===== config.mk =====
export PLATFORM = sky130hd
export DESIGN_NAME = ibi_device_port
export DESIGN_NICKNAME = d
export VERILOG_FILES = /design/src/logic/ibi_pkg.sv /design/src/logic/ibi_device_port.sv
export SDC_FILE = /design/constraint.sdc
export NUM_CORES = 1
export LEC_CHECK = 0
export BUFFER_PORTS_ARGS = -buffer_cell sky130_fd_sc_hd__buf_2
export CAP_MARGIN = 15
export CORE_ASPECT_RATIO = 0.75
export CORE_MARGIN = 2
export CORE_UTILIZATION = 28
export CTS_CLUSTER_SIZE = 40
export DETAILED_ROUTE_END_ITERATION = 7
export PLACE_DENSITY = 0.49
export SETUP_SLACK_MARGIN = 0.3
export SLEW_MARGIN = 15
export SYNTH_ARGS = -nofsm -noshare
export SYNTH_HDL_FRONTEND = slang
export SYNTH_SLANG_ARGS = --single-unit

===== constraint.sdc =====
create_clock -name core_clk -period 1.9 [get_ports core_clk]
set_input_delay 0.19 -clock core_clk [delete_from_list [all_inputs] [get_ports core_clk]]
set_output_delay 0.19 -clock core_clk [all_outputs]
set_load 0.005 [all_outputs]

===== src/logic/ibi_pkg.sv =====
/*
 * Constants, register map and carrier types for the device-side instrument bus port.
 * Assumes one 40 MHz core clock, a synchronous active-high reset and open-collector pads outside.
 */
package ibi_pkg;
    localparam int unsigned CLK_PERIOD_NS = 25;
    localparam int unsigned SETTLE_NS     = 500;
    localparam int unsigned SETTLE_CYC    = (SETTLE_NS + CLK_PERIOD_NS - 1) / CLK_PERIOD_NS;
    localparam int          CNT_W         = 6;
    typedef logic [CNT_W-1:0] ibi_cnt_t;
    localparam ibi_cnt_t    SETTLE_COUNT  = ibi_cnt_t'(SETTLE_CYC);

    localparam int REG_W = 16;
    localparam int ADR_W = 4;
    localparam int IRQ_W = 5;
    localparam logic [ADR_W-1:0] OFF_CTRL     = 4'h0;
    localparam logic [ADR_W-1:0] OFF_ADDR     = 4'h1;
    localparam logic [ADR_W-1:0] OFF_STATUS   = 4'h2;
    localparam logic [ADR_W-1:0] OFF_TXDATA   = 4'h3;
    localparam logic [ADR_W-1:0] OFF_RXDATA   = 4'h4;
    localparam logic [ADR_W-1:0] OFF_IRQ_STAT = 4'h5;
    localparam logic [ADR_W-1:0] OFF_IRQ_MASK = 4'h6;
    localparam logic [ADR_W-1:0] OFF_SRQ_WORD = 4'h7;

    localparam int CTRL_ADDRABLE = 0;
    localparam int CTRL_EOI_EN   = 1;
    localparam int CTRL_SRQ_EN   = 2;
    localparam int CTRL_SRQ_REQ  = 3;
    localparam int CTRL_W        = 4;
    localparam logic [CTRL_W-1:0] CTRL_RESET  = 4'h3;
    localparam logic [4:0]        PADDR_RESET = 5'h00;

    localparam int ST_REMOTE = 0;
    localparam int ST_TALK   = 1;
    localparam int ST_LISTEN = 2;
    localparam int ST_ATN    = 3;
    localparam int ST_TXBUSY = 4;
    localparam int ST_RXVAL  = 5;
    localparam int ST_SRQ    = 6;
    localparam int ST_REN    = 7;
    localparam int TX_LAST_BIT = 8;
    localparam int RX_EOI_BIT  = 8;

    localparam int IRQ_RX     = 0;
    localparam int IRQ_TX     = 1;
    localparam int IRQ_IFC    = 2;
    localparam int IRQ_REMOTE = 3;
    localparam int IRQ_ADDR   = 4;

    localparam logic [1:0] GRP_LISTEN = 2'h1;
    localparam logic [1:0] GRP_TALK   = 2'h2;
    localparam logic [4:0] ADDR_UN    = 5'h1f;

    // raw pin levels, low means asserted
    typedef struct packed {
        logic       atn;
        logic       ren;
        logic       ifc;
        logic       eoi;
        logic       dav;
        logic       nrfd;
        logic       ndac;
        logic [7:0] dio;
    } ibi_bus_in_t;

    typedef struct packed {
        logic       eoi;
        logic       dav;
        logic       nrfd;
        logic       ndac;
        logic       srq;
        logic [7:0] dio;
    } ibi_drv_t;

    typedef enum logic [2:0] {SRC_IDLE, SRC_SETTLE, SRC_WAIT_RDY, SRC_WAIT_ACC, SRC_DONE} ibi_src_t;
    typedef enum logic [1:0] {ACC_READY, ACC_GOT, ACC_TAKEN} ibi_acc_t;
endpackage : ibi_pkg


===== src/logic/ibi_device_port.sv =====
/*
 * Device end of the instrument bus: pin synchronisers, source and acceptor handshakes,
 * address decode, remote/talk/listen state, service request and a small register port.
 * Assumes pads resolve out/oe_n into open-collector lines and returns raw levels on bus_in.
 */
module ibi_device_port
    import ibi_pkg::*;
(
    input  logic             core_clk,
    input  logic             rst,
    input  logic [ADR_W-1:0] reg_addr,
    input  logic [REG_W-1:0] reg_wdata,
    input  logic             reg_wr,
    input  logic             reg_rd,
    output logic [REG_W-1:0] reg_rdata,
    output logic             irq,
    input  ibi_bus_in_t      bus_in,
    output ibi_drv_t         bus_out,
    output ibi_drv_t         bus_oe_n,
    output logic             remote_led,
    output logic             talk_led,
    output logic             listen_led
);
    typedef struct packed {
        ibi_bus_in_t       s1;
        ibi_bus_in_t       s2;
        logic              ren_prev;
        logic              remote;
        logic              talk;
        logic              listen;
        logic [CTRL_W-1:0] ctrl;
        logic [4:0]        paddr;
        logic [7:0]        srq_word;
        logic [7:0]        tx_byte;
        logic              tx_last;
        logic              tx_pend;
        logic [7:0]        rx_byte;
        logic              rx_eoi;
        logic              rx_valid;
        logic [IRQ_W-1:0]  irq_stat;
        logic [IRQ_W-1:0]  irq_mask;
        ibi_src_t          src;
        ibi_acc_t          acc;
        ibi_cnt_t          cnt;
        ibi_drv_t          drv_out;
        ibi_drv_t          drv_oe_n;
        logic [REG_W-1:0]  rdata;
        logic              irq;
    } ibi_state_t;

    ibi_state_t r;
    ibi_state_t n;

    logic a_atn;
    logic a_ren;
    logic a_ifc;
    logic a_eoi;
    logic a_dav;
    logic a_nrfd;
    logic a_ndac;

    // line levels inverted once here so all logic below is active high
    assign a_atn  = ~r.s2.atn;
    assign a_ren  = ~r.s2.ren;
    assign a_ifc  = ~r.s2.ifc;
    assign a_eoi  = ~r.s2.eoi;
    assign a_dav  = ~r.s2.dav;
    assign a_nrfd = ~r.s2.nrfd;
    assign a_ndac = ~r.s2.ndac;

    function automatic logic is_mine(input logic [7:0] cmd, input logic [1:0] grp,
                                     input logic [4:0] pa, input logic en);
        is_mine = en && (cmd[6:5] == grp) && (cmd[4:0] == pa) && (pa != ADDR_UN);
    endfunction : is_mine

    assign reg_rdata  = r.rdata;
    assign irq        = r.irq;
    assign bus_out    = r.drv_out;
    assign bus_oe_n   = r.drv_oe_n;
    assign remote_led = r.remote;
    assign talk_led   = r.talk;
    assign listen_led = r.listen;

    always_comb begin
        logic [IRQ_W-1:0] ev;
        logic [IRQ_W-1:0] w1c;
        logic [REG_W-1:0] st;
        logic [7:0]       cmd;
        logic             part;
        logic             can_src;
        ev      = '0;
        w1c     = '0;
        st      = '0;
        cmd     = ~r.s2.dio;
        part    = 1'b0;
        can_src = 1'b0;
        n       = r;
        n.s1    = bus_in;
        n.s2    = r.s1;
        n.rdata = '0;

        st[ST_REMOTE] = r.remote;
        st[ST_TALK]   = r.talk;
        st[ST_LISTEN] = r.listen;
        st[ST_ATN]    = a_atn;
        st[ST_TXBUSY] = r.tx_pend;
        st[ST_RXVAL]  = r.rx_valid;
        st[ST_SRQ]    = ~r.drv_oe_n.srq;
        st[ST_REN]    = a_ren;

        if (reg_wr) begin
            if (reg_addr == OFF_CTRL) begin
                n.ctrl = reg_wdata[CTRL_W-1:0];
            end else if (reg_addr == OFF_ADDR) begin
                if (r.ctrl[CTRL_ADDRABLE]) begin
                    n.paddr = reg_wdata[4:0];
                end
            end else if (reg_addr == OFF_TXDATA) begin
                // a second byte while one is in flight is dropped; poll busy first
                if (!r.tx_pend && r.src == SRC_IDLE) begin
                    n.tx_byte = reg_wdata[7:0];
                    n.tx_last = reg_wdata[TX_LAST_BIT];
                    n.tx_pend = 1'b1;
                end
            end else if (reg_addr == OFF_IRQ_STAT) begin
                w1c = reg_wdata[IRQ_W-1:0];
            end else if (reg_addr == OFF_IRQ_MASK) begin
                n.irq_mask = reg_wdata[IRQ_W-1:0];
            end else if (reg_addr == OFF_SRQ_WORD) begin
                n.srq_word = reg_wdata[7:0];
            end
        end
        if (reg_rd) begin
            if (reg_addr == OFF_CTRL) begin
                n.rdata = {{(REG_W-CTRL_W){1'b0}}, r.ctrl};
            end else if (reg_addr == OFF_ADDR) begin
                n.rdata = {{(REG_W-5){1'b0}}, r.paddr};
            end else if (reg_addr == OFF_STATUS) begin
                n.rdata = st;
            end else if (reg_addr == OFF_TXDATA) begin
                n.rdata = {{(REG_W-9){1'b0}}, r.tx_last, r.tx_byte};
            end else if (reg_addr == OFF_RXDATA) begin
                n.rdata    = {{(REG_W-9){1'b0}}, r.rx_eoi, r.rx_byte};
                n.rx_valid = 1'b0;
            end else if (reg_addr == OFF_IRQ_STAT) begin
                n.rdata = {{(REG_W-IRQ_W){1'b0}}, r.irq_stat};
            end else if (reg_addr == OFF_IRQ_MASK) begin
                n.rdata = {{(REG_W-IRQ_W){1'b0}}, r.irq_mask};
            end else if (reg_addr == OFF_SRQ_WORD) begin
                n.rdata = {{(REG_W-8){1'b0}}, r.srq_word};
            end
        end

        n.ren_prev = a_ren;
        if (!a_ren) begin
            n.remote = 1'b0;
        end else if (!r.ren_prev) begin
            n.remote = 1'b1;
        end

        // every device takes part while ATN is true, data only when listening
        part = a_atn || r.listen;
        if (!part) begin
            n.acc = ACC_READY;
        end else begin
            case (r.acc)
                ACC_READY: begin
                    if (a_dav && (a_atn || !r.rx_valid)) begin
                        n.acc = ACC_GOT;
                        if (a_atn) begin
                            if (cmd[6:5] == GRP_LISTEN) begin
                                if (cmd[4:0] == ADDR_UN) begin
                                    n.listen = 1'b0;
                                end else if (is_mine(cmd, GRP_LISTEN, r.paddr, r.ctrl[CTRL_ADDRABLE])) begin
                                    n.listen = 1'b1;
                                    n.talk   = 1'b0;
                                    if (a_ren) begin
                                        n.remote = 1'b1;
                                    end
                                end
                            end else if (cmd[6:5] == GRP_TALK) begin
                                if (is_mine(cmd, GRP_TALK, r.paddr, r.ctrl[CTRL_ADDRABLE])) begin
                                    n.talk   = 1'b1;
                                    n.listen = 1'b0;
                                end else begin
                                    n.talk = 1'b0;
                                end
                            end
                        end else begin
                            n.rx_byte  = cmd;
                            n.rx_eoi   = a_eoi;
                            n.rx_valid = 1'b1;
                            ev[IRQ_RX] = 1'b1;
                        end
                    end
                end
                ACC_GOT: begin
                    n.acc = ACC_TAKEN;
                end
                ACC_TAKEN: begin
                    if (!a_dav) begin
                        n.acc = ACC_READY;
                    end
                end
                default: begin
                    n.acc = ACC_READY;
                end
            endcase
        end

        if (a_ifc) begin
            n.talk        = 1'b0;
            n.listen      = 1'b0;
            n.acc         = ACC_READY;
            ev[IRQ_IFC]   = 1'b1;
        end
        // remote deliberately untouched by interface clear
        n.remote = n.remote;
        ev[IRQ_REMOTE] = n.remote != r.remote;
        ev[IRQ_ADDR]   = (n.talk != r.talk) || (n.listen != r.listen);

        // ready for data only in READY with room for a data byte
        n.drv_oe_n.nrfd = !(part && !a_ifc && (n.acc != ACC_READY || (!a_atn && n.rx_valid)));
        n.drv_oe_n.ndac = !(part && !a_ifc && n.acc != ACC_TAKEN);

        can_src = n.talk && !a_atn && !a_ifc;
        if (!can_src) begin
            // aborted byte stays pending and goes out again when talking resumes
            n.src = SRC_IDLE;
        end else begin
            case (r.src)
                SRC_IDLE: begin
                    if (r.tx_pend) begin
                        n.src = SRC_SETTLE;
                        n.cnt = SETTLE_COUNT;
                    end
                end
                SRC_SETTLE: begin
                    if (r.cnt == '0) begin
                        n.src = SRC_WAIT_RDY;
                    end else begin
                        n.cnt = r.cnt - 1'b1;
                    end
                end
                SRC_WAIT_RDY: begin
                    if (!a_nrfd && a_ndac) begin
                        n.src = SRC_WAIT_ACC;
                    end
                end
                SRC_WAIT_ACC: begin
                    if (!a_ndac) begin
                        n.src      = SRC_DONE;
                        n.tx_pend  = 1'b0;
                        ev[IRQ_TX] = 1'b1;
                    end
                end
                default: begin
                    n.src = SRC_IDLE;
                end
            endcase
        end
        // data held one cycle past DAV release, never driven under ATN so no poll answer
        n.drv_oe_n.dio = (n.src != SRC_IDLE) ? ~r.tx_byte : 8'hff;
        n.drv_oe_n.eoi = !((n.src != SRC_IDLE) && r.tx_last && r.ctrl[CTRL_EOI_EN]);
        n.drv_oe_n.dav = !(n.src == SRC_WAIT_ACC);
        n.drv_oe_n.srq = !(n.ctrl[CTRL_SRQ_EN] && n.ctrl[CTRL_SRQ_REQ]);
        n.drv_out      = '0;

        n.irq_stat = (r.irq_stat & ~w1c) | ev;
        n.irq      = |(n.irq_stat & n.irq_mask);
    end

    always_ff @(posedge core_clk) begin
        if (rst) begin
            r          <= '0;
            r.s1       <= '1;
            r.s2       <= '1;
            r.ctrl     <= CTRL_RESET;
            r.paddr    <= PADDR_RESET;
            r.drv_oe_n <= '1;
        end else begin
            r <= n;
        end
    end
endmodule : ibi_device_port


# After elaboration in Yosys (flattened, before gate mapping)
# Cells that the tools add are included.
# word_totals
regBits,135
latch_bits,0
ramBits,0
rom_bits,0
in_bits,39
out_inout_bits,46
elab_cells,228
n_memories,0
# op_classes
n_addsub,1
multipliers,0
div_mod_pow,0
magnitude_cmp,0
n_eq_ne,24
n_shift,0
mux,82
bitwise,19
reduce_logical,49
# ops
cell,count
2-to-1 mux 5 bit,13
2-to-1 mux 8 bit,7
2-to-1 mux 9 bit,5
2-to-1 mux 3 bit,10
2-to-1 mux 1 bit,28
2-to-1 mux 27 bit,1
2-to-1 mux 23 bit,1
2-to-1 mux 10 bit,2
logical AND 1 bit,18
2-to-1 mux 18 bit,1
"equality test 4 x 3 -> 1 bit, second input constant",4
2-to-1 mux 2 bit,8
inverter 8 bit,2
inverter 1 bit,13
2-to-1 mux 6 bit,2
one-hot mux 3 bit (4 select lines),1
one-hot mux 6 bit (2 select lines),1
AND reduction 4 bit,3
bitwise AND 5 bit,2
OR reduction 5 bit,2
"equality test 3 x 2 -> 1 bit, second input constant",3
OR reduction 9 bit,1
"equality test 4 x 2 -> 1 bit, second input constant",2
zero test 1 bit,7
27 further kinds,38

# Depth between registers and ports, before layout
# depth
ltp_word,20
depth_mapped,7

# Worst setup path after synthesis
# Ideal clock, no wire load.
# synth_timing
kind,reg2reg
startpoint,reg r[43] (netlist name)
endpoint,"reg r, in the netlist bus_oe_n[12]"
t_arrival_ns,1.676
setup_slack_ns,0.146
stages_incl_launch_ff,8
period_less_slack_ns,1.754
path_cell_list,dfxtp_1 > inv_1 > ha_1 > nor3b_1 > nand2_1 > a211oi_2 > nor2_1 > a32oi_1
# synth_via
elab_chain_cells,8
# synth_lines
element,line_no,text
"start, declared",ibi_device_port.sv:51,ibi_state_t r;
"start signal, assigned",ibi_device_port.sv:282,r <= n;
zero test 6 bit,ibi_device_port.sv:239,if (r.cnt == '0) begin
2-to-1 mux 3 bit,ibi_device_port.sv:239,
one-hot mux 3 bit (4 select lines),ibi_device_port.sv:231,case (r.src)
2-to-1 mux 3 bit,ibi_device_port.sv:227,if (!can_src) begin
nonzero test 3 bit,ibi_device_port.sv:264,n.drv_oe_n.eoi = !((n.src != SRC_IDLE) && r.tx_last && r.ctrl[CTRL_EOI_EN]);
logical AND 1 bit (2 in a row),ibi_device_port.sv:264,
zero test 1 bit,ibi_device_port.sv:264,
# No other way between the ends.
# A chain may end at the register's enable or synchronous reset.

# Final worst setup path
# layout_timing
startpoint,reg r[106] (netlist name)
endpoint,"reg r, in the netlist bus_oe_n[5]"
# layout_via
elab_chain_cells,18
word_cells_on_any_way,23
classes_between,eq/ne (2); mux (11); bitwise (2); reduce/logical (8)
# layout_lines
element,line_no,text
inverter 8 bit *,ibi_device_port.sv:94,cmd = ~r.s2.dio;
equality test 5 bit,ibi_device_port.sv:73,is_mine = en && (cmd[6:5] == grp) && (cmd[4:0] == pa) && (pa != ADDR_UN);
logical AND 1 bit (2 in a row),ibi_device_port.sv:73,
2-to-1 mux 1 bit / 2-to-1 mux 3 bit (equally long branches),"ibi_device_port.sv:182, ibi_device_port.sv:174",
2-to-1 mux 2 bit (on tied branches),"ibi_device_port.sv:181, ibi_device_port.sv:172",
2-to-1 mux 2 bit *,ibi_device_port.sv:171,if (cmd[6:5] == GRP_LISTEN) begin
2-to-1 mux 3 bit *,ibi_device_port.sv:170,if (a_atn) begin
2-to-1 mux 3 bit *,ibi_device_port.sv:168,if (a_dav && (a_atn || !r.rx_valid)) begin
2-to-1 mux 3 bit *,ibi_device_port.sv:166,case (r.acc)
2-to-1 mux 3 bit *,ibi_device_port.sv:163,if (!part) begin
2-to-1 mux 2 bit *,ibi_device_port.sv:211,if (a_ifc) begin
logical AND 1 bit * (2 in a row),ibi_device_port.sv:226,can_src = n.talk && !a_atn && !a_ifc;
2-to-1 mux 3 bit *,ibi_device_port.sv:227,
nonzero test 3 bit *,ibi_device_port.sv:263,n.drv_oe_n.dio = (n.src != SRC_IDLE) ? ~r.tx_byte : 8'hff;
inverter 1 bit (no line) *,--,
OR reduction 2 bit (no line) *,--,
# Mark *: on every way between the ends. The rest lies on a longest branch, timed or not.

==> results.yml <==
yosys:
  synth_simple_gate_area_frac: 0.220
  avgSynthCellArea_sq_um: 9.23
  synth_xor_xnor_area_share: 0.00862
  synth_mux_area_frac: 0.0532
  synth_warnings: 0
  synth-seq-cells: 115
  async_flop_share: 0
  ys_seq_area_frac: 0.453
  synth_edf_count: 0
  netlist_area_sq_um: 5080
  synth.distinct_cells: 75
  ys.flop_type: "dfxtp_1"
  synthCells: 550
  synth_compound_area_frac: 0.167
  synth_top_family_by_area: "simple AND/OR/NAND/NOR gates"
  synth-adder-area-share: 0.00246
clock_network:
  cts_tree: "done"
  cts_sinks: 115
  insertion_delay_ns: 0.41
  clkTransAtPathRegs_ns: 0.06
  ctsHtreeMaxLevel: 4
  clk_path_buf_depth: 2
  cts-root-buf: "clkbuf_16"
  cts_buffers: 17
placement:
  post-dp-hpwl_um: 10100
  place.gp.congestion: 0.881
  numPortBuffers: 57
  placed_area_sq_um: 5600
  numPlacedInstances: 830
  post-place-ws_ns: 0.0313
power:
  power.density_nw_per_um2: 912
  combPwrFrac: 0.060
  ir_drop_uv: 505
  p_leak_uw: 0.00249
  clkPwrFrac: 0.528
  power_switching_uw: 1330
  sequentialPowerShare: 0.412
  p_sw_frac: 0.219
  p_int_uw: 4730
setup_path:
  critPathKind: "register to register"
  r2r-start: "r[106]$_SDFF_PP1_"
  reg2reg_depth: 6
  worstPathArrival_ns: 2.15
  worstPathMaxFanout: 12
  critPathCaptureType: "register"
  start_kind: "register"
  ff2ff_setup_slack_ns: 0.03
  timing.rr.end: "bus_oe_n[5]$_SDFF_PP1_"
  cp_data_required_time_ns: 2.18
detailed_routing:
  wl_per_cell_um: 15.7
  drtPass1Iterations: 5
  drtIter0Drc: 224
  viasPerCell: 4.69
  vias: 4181
  wirelength_um: 14000
  ant_nets: 0
  route.detailed.drc: 0
floorplan:
  fp.dieH_um: 121
  pin_count: 85
  die-area_sq_um: 19200
  coreArea_sq_um: 17700
  start_util: 0.287
  die_w_um: 159
  placementRows: 42
grt:
  antenna_found_initial: 0
  grt_max_degree: 46
  grt.total_usage: 0.148
  globalRouteOverflowTotal: 0
  grt_pass1_wl_um: 21700
  grt_pass1_vias: 3987
final_layout:
  stdcell_count: 891
  seq_area_sq_um: 2320
  syn_to_final_growth_pct: 30.8
  multi_input_area_sq_um: 2540
  n_fill_cell: 1803
  finalInstanceArea_sq_um: 6640
  layout-drive-gt1-share: 0.362
  nets: 677
  diodes: 0
  postLayoutCoreUtil: 0.375
timing:
  post-route-period-util: 0.985
  finClkSkew_ns: 0.00929
  setup_ws_ns: 0.0282
  timing.fmax_mhz: 534
  hold_viol_final: 0
  fin_crit_ns: 1.87
  finalMaxSlewViolations: 0
  finalSetupViolCount: 0
  rsz0062_at_grt: "true"
worst_hold_path:
  holdPathEnd: "r[75]$_SDFFE_PP0P_"
  worstHoldPathType: "input port to register"
  worstHoldPathCells: 3
  hp-start: "reg_wdata[8]"
status:
  status: "finished, final reports clean"
flow_run:
  maxCapViolations: 0
-- worst max-delay path: stages, from the launching register on --
cell,delay (ns)
dfxtp_2,0.33
or4_4,0.57
o211ai_4,0.24
nor3_4,0.07
a2111oi_4,0.27
buf_12,0.19
a22oi_1,0.07
-- cells by family (layout without fill, tap and decap cells) --
logic type	count (synthesis)	after routing
buf+inv	81	161
simple gates	205	205
other cells	1	20
compound gates	119	119
mux	23	23
xor+xnor	5	5
flops	115	115
fa+ha+maj	1	1
-- power groups by stage --
stage          logic (uW)  registers (uW)  clock network, uW
2_1_floorplan         219            2530                  0
3_3_place_gp          315            2540                  0
3_5_place_dp          318            2540                  0
4_1_cts               350            2490               3270
5_1_grt               398            2500               3390
6_report              364            2490               3200
-- stage by stage --
stage	power [uW]	setup TNS (ns)	hold slack (ns)
final	6060	0	0.0272
after global routing	6280	-0.570	0.0278
after CTS	6110	0	0.0209
after detailed placement	2860	0	0.375
after global placement	2860	0	0.372
after floorplan	2750	0	0.294
-- synth_stat cells (3+ instances only) --
| cell type | n | area, sq um |
|---|---|---|
| dfxtp_1 | 115 | 2300 |
| nor2_1 | 57 | 214 |
| buf_4 | 42 | 315 |
| nand2_1 | 35 | 131 |
| or2_2 | 34 | 213 |
| a21oi_1 | 29 | 145 |
| o21ai_0 | 22 | 110 |
| mux2i_1 | 18 | 180 |
| nor2b_1 | 17 | 106 |
| clkbuf_1 | 16 | 60.1 |
| nand3_1 | 15 | 75.1 |
| a211oi_1 | 14 | 105 |
| a22oi_1 | 12 | 90.1 |
| inv_1 | 12 | 45.0 |
| buf_2 | 10 | 50.1 |
| nor3_1 | 8 | 40.0 |
| nand2b_1 | 6 | 37.5 |
| xor2_1 | 5 | 43.8 |
| a21o_1 | 3 | 22.5 |
| a31oi_1 | 3 | 18.8 |
| and3_1 | 3 | 18.8 |
| mux4_2 | 3 | 67.6 |
| nor3b_1 | 3 | 22.5 |
-- flip-flops by register name, indices dropped and copies added, names as in the netlist --
signal / cells
talk_led: 1
reg_rdata: 9
bus_oe_n: 13
listen_led: 1
irq: 1
n: 15
remote_led: 1
r: 74
-- placed cells by master, fill, tap and decap left out, types with 15 or more instances in the layout --
| master | Yosys | routed |
|---|---|---|
| dfxtp_1 | 115 | 102 |
| buf_2 | 10 | 57 |
| nor2_1 | 57 | 50 |
| buf_4 | 42 | 38 |
| nand2_1 | 35 | 34 |
| or2_2 | 34 | 34 |
| a21oi_1 | 29 | 26 |
| o21ai_0 | 22 | 21 |
| conb_1 | 1 | 20 |
| mux2i_1 | 18 | 18 |
| nor2b_1 | 17 | 17 |
| clkbuf_16 | 0 | 17 |
| nand3_1 | 15 | 15 |
| dlygate4sd3_1 | 0 | 15 |
-- area by class of cell --
cell class                      count  share of cell area
Clock buffer                       21              0.0693
Timing Repair Buffer              118               0.127
Multi-Input combinational cell    373               0.382
Inverter                           12             0.00678
Sequential cell                   115               0.349
Clock inverter                     10              0.0200
Tap cell                          242              0.0456
-- metal layers --
metal	vias up	wire length (um)	GRT usage
met2	134	5720	0.210
met5	-	0	0
met3	12	949	0.0446
li1	2033	-	-
met1	2002	7160	0.214
met4	0	125	0.0403
-- worst max path at each step --
| stage | start | end | slack (ns) | cells past startpoint |
|---|---|---|---|---|
| global route | r[105]$_SDFF_PP1_ | bus_oe_n[5]$_SDFF_PP1_ | -0.06 | 6 |
| global placement | r[106]$_SDFF_PP1_ | bus_oe_n[1]$_SDFF_PP1_ | 0.06 | 6 |
| floorplan | r[106]$_SDFF_PP1_ | bus_oe_n[0]$_SDFF_PP1_ | 0.16 | 6 |
| finish | r[106]$_SDFF_PP1_ | bus_oe_n[5]$_SDFF_PP1_ | 0.03 | 6 |
| detailed placement | r[106]$_SDFF_PP1_ | bus_oe_n[5]$_SDFF_PP1_ | 0.03 | 6 |
| CTS | r[106]$_SDFF_PP1_ | bus_oe_n[5]$_SDFF_PP1_ | 0.03 | 6 |
-- timing repair --
action,in CTS,in global routing
buffers inserted,8,6
pin swaps,7,19
endpoints found under the setup margin,42,43
hold buffers,15,0
gates resized for setup,16,35
cloned,0,1
hold endpoints to repair,15,0
(Power assumes the default switching activity.)
